$ cat src/eodc_defs.vh
`ifndef EODC_DEFS_VH
`define EODC_DEFS_VH
// ----------------------------------------------------------------------------
// Shared constants of the emulation output-disable control block.
// ----------------------------------------------------------------------------
`define EODC_LVL_HIGH      1'h1
`define EODC_LVL_LOW       1'h0
`define EODC_SYNC_DEPTH    2
`define EODC_NUM_OUTS      16
`define EODC_ZERO_OUTS     16'h0000
`define EODC_MODE_FUNC     1'h0
`define EODC_MODE_SCAN     1'h1
`endif

$ cat src/eodc_sync.v
`timescale 1ns/100ps
// ----------------------------------------------------------------------------
// Two-flip-flop synchroniser for one level from outside the clock domain.
// ----------------------------------------------------------------------------
`include "eodc_defs.vh"
module eodc_sync (
  input  wire clk,
  input  wire rst,
  input  wire asyncIn,
  output reg  syncOut
);
  reg stageOne_reg;

  // The first stage feeds only the second stage, to contain metastability.
  always @(posedge clk or posedge rst) begin
    if (rst) begin
      stageOne_reg <= `EODC_LVL_LOW;
      syncOut      <= `EODC_LVL_LOW;
    end else begin
      stageOne_reg <= asyncIn;
      syncOut      <= stageOne_reg;
    end
  end
endmodule // eodc_sync

$ cat src/eodc_emulation_output_disable_ctrl.v
`timescale 1ns/100ps
`include "eodc_defs.vh"
module eodc_emulation_output_disable_ctrl (
  input  wire                       clk,
  input  wire                       rst,
  input  wire                       testResetPin,
  input  wire                       testClockPin,
  input  wire                       testModeSelPin,
  input  wire                       testDataInPin,
  input  wire                       scanDataOut,
  input  wire                       scanPinADirOut,
  input  wire                       scanPinBDirOut,
  input  wire                       scanPinAOut,
  input  wire                       scanPinBOut,
  input  wire                       emulator_pin_a_in,
  input  wire                       emulator_pin_b_output_disable_in,
  input  wire [`EODC_NUM_OUTS-1:0]  coreOutEnable,
  output reg                        emulator_pin_a_out,
  output reg                        emulator_pin_a_oe,
  output reg                        emulator_pin_b_output_disable_out,
  output reg                        emulator_pin_b_output_disable_oe,
  output reg                        emuIntFromPinA,
  output reg                        emuIntFromPinB,
  output reg                        scanModeActive,
  output reg                        testModeSelSample,
  output reg                        testDataInSample,
  output reg                        testSampleStrobe,
  output reg                        testDataOut,
  output reg                        testDataOutOe,
  output reg                        outputDisableActive,
  output reg [`EODC_NUM_OUTS-1:0]   deviceOutEnable
);
  // --------------------------------------------------------------------------
  // Pin synchronisers
  // --------------------------------------------------------------------------
  wire testResetSync;
  wire testClockSync;
  wire tmsSync;
  wire tdiSync;
  wire pinASync;
  wire pinBSync;

  eodc_sync uSyncTrst (.clk(clk), .rst(rst), .asyncIn(testResetPin), .syncOut(testResetSync));
  eodc_sync uSyncTck  (.clk(clk), .rst(rst), .asyncIn(testClockPin), .syncOut(testClockSync));
  eodc_sync uSyncTms  (.clk(clk), .rst(rst), .asyncIn(testModeSelPin), .syncOut(tmsSync));
  eodc_sync uSyncTdi  (.clk(clk), .rst(rst), .asyncIn(testDataInPin), .syncOut(tdiSync));
  eodc_sync uSyncPinA (.clk(clk), .rst(rst), .asyncIn(emulator_pin_a_in), .syncOut(pinASync));
  eodc_sync uSyncPinB (.clk(clk), .rst(rst),
                       .asyncIn(emulator_pin_b_output_disable_in), .syncOut(pinBSync));

  // --------------------------------------------------------------------------
  // Test clock edge detection
  // --------------------------------------------------------------------------
  reg  testClockPrev_reg;
  wire tckRise;
  wire tckFall;

  // Edges are found on the synchronised copy, never on the first stage.
  // The reset level matches the idle low test clock, so no false edge follows.
  always @(posedge clk or posedge rst) begin
    if (rst) begin
      testClockPrev_reg <= `EODC_LVL_LOW;
    end else begin
      testClockPrev_reg <= testClockSync;
    end
  end
  assign tckRise = testClockSync & ~testClockPrev_reg;
  assign tckFall = ~testClockSync & testClockPrev_reg;

  // --------------------------------------------------------------------------
  // Mode and output-disable decode
  // --------------------------------------------------------------------------
  wire scanMode;
  wire offCondition;

  // An unconnected test reset is pulled low, so functional mode is the default.
  assign scanMode     = (testResetSync == `EODC_MODE_SCAN);
  // All three terms must hold; no state is kept, so release follows at once.
  assign offCondition = ~scanMode & (pinASync == `EODC_LVL_HIGH)
                        & (pinBSync == `EODC_LVL_LOW);

  // --------------------------------------------------------------------------
  // Next values of the mode and disable outputs
  // --------------------------------------------------------------------------
  reg                      scanModeActive_next;
  reg                      outputDisableActive_next;
  reg [`EODC_NUM_OUTS-1:0] deviceOutEnable_next;

  // The disable is a plain gate on the core enables and keeps no state of its
  // own, so the drivers come back on the first cycle after any term fails.
  always @* begin
    scanModeActive_next      = scanMode;
    outputDisableActive_next = offCondition;
    deviceOutEnable_next     = coreOutEnable;
    if (offCondition) begin
      deviceOutEnable_next = `EODC_ZERO_OUTS;
    end
  end

  // Registering the outputs keeps the ports glitch free at the price of one
  // cycle, which is small against the rate at which the pins can change.
  always @(posedge clk or posedge rst) begin
    if (rst) begin
      scanModeActive      <= `EODC_MODE_FUNC;
      outputDisableActive <= `EODC_LVL_LOW;
      deviceOutEnable     <= `EODC_ZERO_OUTS;
    end else begin
      scanModeActive      <= scanModeActive_next;
      outputDisableActive <= outputDisableActive_next;
      deviceOutEnable     <= deviceOutEnable_next;
    end
  end

  // --------------------------------------------------------------------------
  // Direction decode shared by both emulator pins
  // --------------------------------------------------------------------------
  // A pin is driven only in scan mode, and only when scan has chosen output.
  function pinDrives;
    input modeScan;
    input dirOut;
    begin
      pinDrives = modeScan & (dirOut == `EODC_LVL_HIGH);
    end
  endfunction

  // An incoming interrupt is passed on only in scan mode, from a pin set as input.
  function pinListens;
    input modeScan;
    input dirOut;
    input level;
    begin
      pinListens = modeScan & (dirOut == `EODC_LVL_LOW) & level;
    end
  endfunction

  // --------------------------------------------------------------------------
  // Emulator pins
  // --------------------------------------------------------------------------
  reg pinAOut_next;
  reg pinAOe_next;
  reg pinAInt_next;
  reg pinBOut_next;
  reg pinBOe_next;
  reg pinBInt_next;

  // Pin A is a scan-steered interrupt line in scan mode and an input otherwise.
  // The disable also blocks its drive; the two cannot meet, as the disable
  // needs functional mode, but the gate keeps the override complete.
  always @* begin
    pinAOut_next = scanPinAOut;
    pinAOe_next  = pinDrives(scanMode, scanPinADirOut) & ~offCondition;
    pinAInt_next = pinListens(scanMode, scanPinADirOut, pinASync);
  end

  // Pin B is never driven in functional mode, where it is the disable input.
  always @* begin
    pinBOut_next = scanPinBOut;
    pinBOe_next  = pinDrives(scanMode, scanPinBDirOut);
    pinBInt_next = pinListens(scanMode, scanPinBDirOut, pinBSync);
  end

  // The pin drivers and interrupt levels are registered like every other output.
  always @(posedge clk or posedge rst) begin
    if (rst) begin
      emulator_pin_a_out                <= `EODC_LVL_LOW;
      emulator_pin_a_oe                 <= `EODC_LVL_LOW;
      emuIntFromPinA                    <= `EODC_LVL_LOW;
      emulator_pin_b_output_disable_out <= `EODC_LVL_LOW;
      emulator_pin_b_output_disable_oe  <= `EODC_LVL_LOW;
      emuIntFromPinB                    <= `EODC_LVL_LOW;
    end else begin
      emulator_pin_a_out                <= pinAOut_next;
      emulator_pin_a_oe                 <= pinAOe_next;
      emuIntFromPinA                    <= pinAInt_next;
      emulator_pin_b_output_disable_out <= pinBOut_next;
      emulator_pin_b_output_disable_oe  <= pinBOe_next;
      emuIntFromPinB                    <= pinBInt_next;
    end
  end

  // --------------------------------------------------------------------------
  // Test access port sampling and data out
  // --------------------------------------------------------------------------
  reg tmsSample_next;
  reg tdiSample_next;
  reg strobe_next;
  reg tdo_next;
  reg tdoOe_next;

  // Test inputs are ignored in functional mode, so a test clock there leaves the
  // samples and the data output as they were. Samples hold until the next rise.
  always @* begin
    strobe_next    = tckRise & scanMode;
    tmsSample_next = testModeSelSample;
    tdiSample_next = testDataInSample;
    tdo_next       = testDataOut;
    tdoOe_next     = scanMode & ~offCondition;
    if (strobe_next) begin
      tmsSample_next = tmsSync;
      tdiSample_next = tdiSync;
    end
    if (tckFall && scanMode) begin
      tdo_next = scanDataOut;
    end
  end

  // The strobe stands for one cycle; a user that needs the data output in step
  // with the pin must allow for the three cycles of synchroniser and register.
  always @(posedge clk or posedge rst) begin
    if (rst) begin
      testModeSelSample <= `EODC_LVL_LOW;
      testDataInSample  <= `EODC_LVL_LOW;
      testSampleStrobe  <= `EODC_LVL_LOW;
      testDataOut       <= `EODC_LVL_LOW;
      testDataOutOe     <= `EODC_LVL_LOW;
    end else begin
      testModeSelSample <= tmsSample_next;
      testDataInSample  <= tdiSample_next;
      testSampleStrobe  <= strobe_next;
      testDataOut       <= tdo_next;
      testDataOutOe     <= tdoOe_next;
    end
  end
endmodule // eodc_emulation_output_disable_ctrl

$ cat config.mk
export PLATFORM = sky130hd
export DESIGN_NAME = eodc_emulation_output_disable_ctrl
export DESIGN_NICKNAME = d
export VERILOG_FILES = /design/src/eodc_sync.v /design/src/eodc_emulation_output_disable_ctrl.v
export VERILOG_INCLUDE_DIRS = /design/src
export SDC_FILE = /design/constraint.sdc
export NUM_CORES = 1
export LEC_CHECK = 0
export BUFFER_PORTS_ARGS = -buffer_cell sky130_fd_sc_hd__buf_2
export CORE_MARGIN = 4
export CORE_UTILIZATION = 45
export DETAILED_ROUTE_END_ITERATION = 8
export GPL_TIMING_DRIVEN = 0
export PLACE_DENSITY = 0.77
export SLEW_MARGIN = 25
export SYNTH_ARGS = -nofsm -noshare
export SYNTH_HDL_FRONTEND = slang
export SYNTH_SLANG_ARGS = --single-unit
export TNS_END_PERCENT = 20
$ cat constraint.sdc
create_clock -name clk -period 1.65 [get_ports clk]
set_input_delay 0.165 -clock clk [delete_from_list [all_inputs] [get_ports clk]]
set_output_delay 0.165 -clock clk [all_outputs]
set_load 0.1 [all_outputs]
==> impl_results.md <==
- Total core area: 2760 sq um
- Place WS: about 0.43 ns
- Vias per cell: about 4.4
- Reg with most FFs: deviceOutEnable
- Pin count of the biggest net entering global routing: 25
- First-pass GRT wire length: roughly 3.6 mm
- Hold Path Origin: coreOutEnable[10]
- R2r setup slk: between 0.4 and 0.5 ns
- Critical-path maximum fanout: 1
- Worst Hold Depth: 2
- Row count: 19
- Max-cap violations: 0
- Post-Syn Instances: 73
- Critical Path AT: 1.13 ns
- WL per Instance: around 13 microns
- Die area: 3830 sq um
- H-Tree Depth: 2
- PwrDens: between 1000 and 1500 nW/um^2
- Synth top area share: 0.805
- Crit-path leading delay family: buffers and inverters
- Worst vdd ir: 0.783 mV
- R2r endpoint: deviceOutEnable[6]$_DFF_PP0_
- WHS Endpoint: deviceOutEnable[10]$_DFF_PP0_
- Routed Antenna Nets: 0
- Area delta synth->final: 39.5%
- Max reg flops: 16
- Initial antenna violation count: 0
- Synth Register Bits: 42
- Chip Height: 61.9 microns
- Drt initial violations: 13
- Number of global-route vias before repair: 858
- CP Data Required Time: 1.48 ns
- Yosys cell types: 16
- Final Cycle Share: 0.783
- Worst Clk Skew: roughly 0.0066 ns
- Hold Vio Cnt, Final: 0
- # diodes: 0
- CTS tree: built
- Fin nets: roughly 180
- CP max stage cell: buf_2
- Setup Fix Bufs, Post-CTS: 0
- Main area contributors after synthesis: dfrtp_1 (80%), nor2b_2 (6.0%), and2b_1 (2.9%)
- CP max stage delay: around 0.43 ns
- CTS Root Cell: clkbuf_4
- DR vias: approximately 790
- Grt total ovfl: 0
- Inst Count DP: between 150 and 200
- Initial core utilization: 0.474
- Setup crit end kind: primary output
- Setup ws final: 0.359 ns
- Mapped Nets: 102
- Clock buffer count from CTS: 5
- Port bufs: 57
- Ys Warns: 0
- F_max: ~770 MHz
- Worst setup SP type: flop
- Status: finished, final reports clean
- Slew margin rel.: 0.672
- DRT Pass-1 Iters: 2
- Period minus WS final: around 1.3 ns
- Share of layout cells above drive strength 1: 0.557
- Clock Tree Buf Depth: 2
- Post-DP HPWL: ~1.6 mm
- Mapped Avg Cell Area: between 15 and 20 sq um
- Post-synthesis sequential area ratio: 0.805
- CP cell instances: buf_2
- # setup viols final: 0
- Final wirelength: approximately 2.3 mm
- RSZ-0062 raised after global routing: no
- Clk slew on worst S/H paths: 0.12 ns
- Final cell count without fillers: between 150 and 200
- Worst r2r src: uSyncTrst.syncOut$_DFF_PP0_
- Clock latency on the worst-skew pair: roughly 0.33 ns
- # DRC: 0
- Max Slew Vio Count: 0
- IO Count: 58
- Fillers: between 200 and 250
- Type of the most critical hold path: primary input to flop
- Bufs and invs on worst path: 1
- Post-Syn Area: around 1300 sq um
- Final GP Congestion: about 0.62
- Reg2Reg Depth: 3
- Die X: just over 60 microns
- Worst-Margin Slew: 0.496 ns
- Synth area leader: dfrtp_1
- Crit Path Class: flop to primary output
- P_leak: 0.952 nW
- Clk sinks: 42
- Total Negative Setup Slacks: 0 ns
- Tot GR Track Use: 0.137
-- cells by family (layout without fill, tap and decap cells) --
group	after synthesis	in the layout	synth area share
muxes	3	3	0.0259
and+or+nand+nor	24	24	0.152
buffers and inverters	4	80	0.0172
DFF	42	42	0.805
-- worst max-delay path by stage --
| stage | startpoint | end | slack, ns | cells past startpoint |
|---|---|---|---|---|
| after global routing | testModeSelSample$_DFFE_PP0P_ | testModeSelSample | 0.29 | 1 |
| after global placement | rst | deviceOutEnable[11]$_DFF_PP0_ | 0.13 | 2 |
| after floorplan | testDataInSample$_DFFE_PP0P_ | testDataInSample$_DFFE_PP0P_ | 0.36 | 1 |
| after detailed placement | uSyncTrst.syncOut$_DFF_PP0_ | deviceOutEnable[6]$_DFF_PP0_ | 0.43 | 3 |
| after CTS | testDataInSample$_DFFE_PP0P_ | testDataInSample | 0.33 | 1 |
| final | deviceOutEnable[0]$_DFF_PP0_ | deviceOutEnable[0] | 0.36 | 1 |
-- where the power goes --
group	switching [mW]	total, mW	internal [mW]
combinational	0.449	0.560	0.112
sequential	0.0233	1.12	1.09
clock	0.309	0.514	0.205
-- per-stage QoR --
stage | util | hold slack (ns) | area (sq um) | total power, mW
floorplan | - | 0.196 | 1310 | 1.57
global placement | 0.591 | 0.273 | 1630 | 1.67
detailed placement | 0.601 | 0.185 | 1660 | 1.68
CTS | 0.661 | 0.0166 | 1820 | 2.22
global route | 0.661 | 0.0111 | 1820 | 2.29
finish | 0.661 | 0.0331 | 1820 | 2.19
-- what timing repair did --
| item | 4_1_cts | 5_1_grt |
|---|---|---|
| resized for setup | 0 | 0 |
| hold buffers | 10 | 0 |
| endpoints found under the hold margin | 27 | 0 |
-- metal layers --
layer  global-route usage  up-vias  share of wire
met5                    0        -              0
met4               0.0727        0          0.016
met3               0.0599        5           0.11
met2                0.233       39           0.52
met1                0.143      376           0.36
li1                     -      372              -
-- layout by cell type (no fill, tap or decap) --
master and instances:
and3b_2 1, dfrtp_1 42, nor2b_1 2, clkbuf_4 5, mux2_1 2, buf_2 57
and2b_1 5, clkinvlp_4 1, nand3b_2 1, clkbuf_8 1, clkbuf_1 1, inv_2 1
buf_6 1, nor2b_2 9, inv_1 1, nand2_1 1, nor2_1 1, nor3b_4 1
clkinv_2 1, nand3b_1 1, mux2_2 1, and2_2 2, dlygate4sd3_1 10, buf_16 1
-- cell type report --
cell class / count / area [sq um] / share of cell area
inverters: 2 / 7.51 / 0.00412
repair buffers: 68 / 413 / 0.227
plain buffers: 2 / 15.0 / 0.00824
clock inverters: 2 / 12.5 / 0.00687
multi-input cells: 27 / 233 / 0.128
clock buffers: 6 / 51.3 / 0.0282
flip-flops and latches: 42 / 1050 / 0.577
well taps: 31 / 38.8 / 0.0213
-- synth_stat cells --
| master | instances |
|---|---|
| and2b_1 | 5 |
| mux2_2 | 1 |
| nor2b_1 | 2 |
| buf_6 | 1 |
| nand2_1 | 1 |
| nand3b_2 | 1 |
| dfrtp_1 | 42 |
| nand3b_1 | 1 |
| nor2_1 | 1 |
| nor2b_2 | 9 |
| nor3b_4 | 1 |
| mux2_1 | 2 |
| clkbuf_1 | 1 |
| inv_1 | 2 |
| and3b_2 | 1 |
| and2_2 | 2 |
No activity file was read; power rests on OpenSTA's default activity.
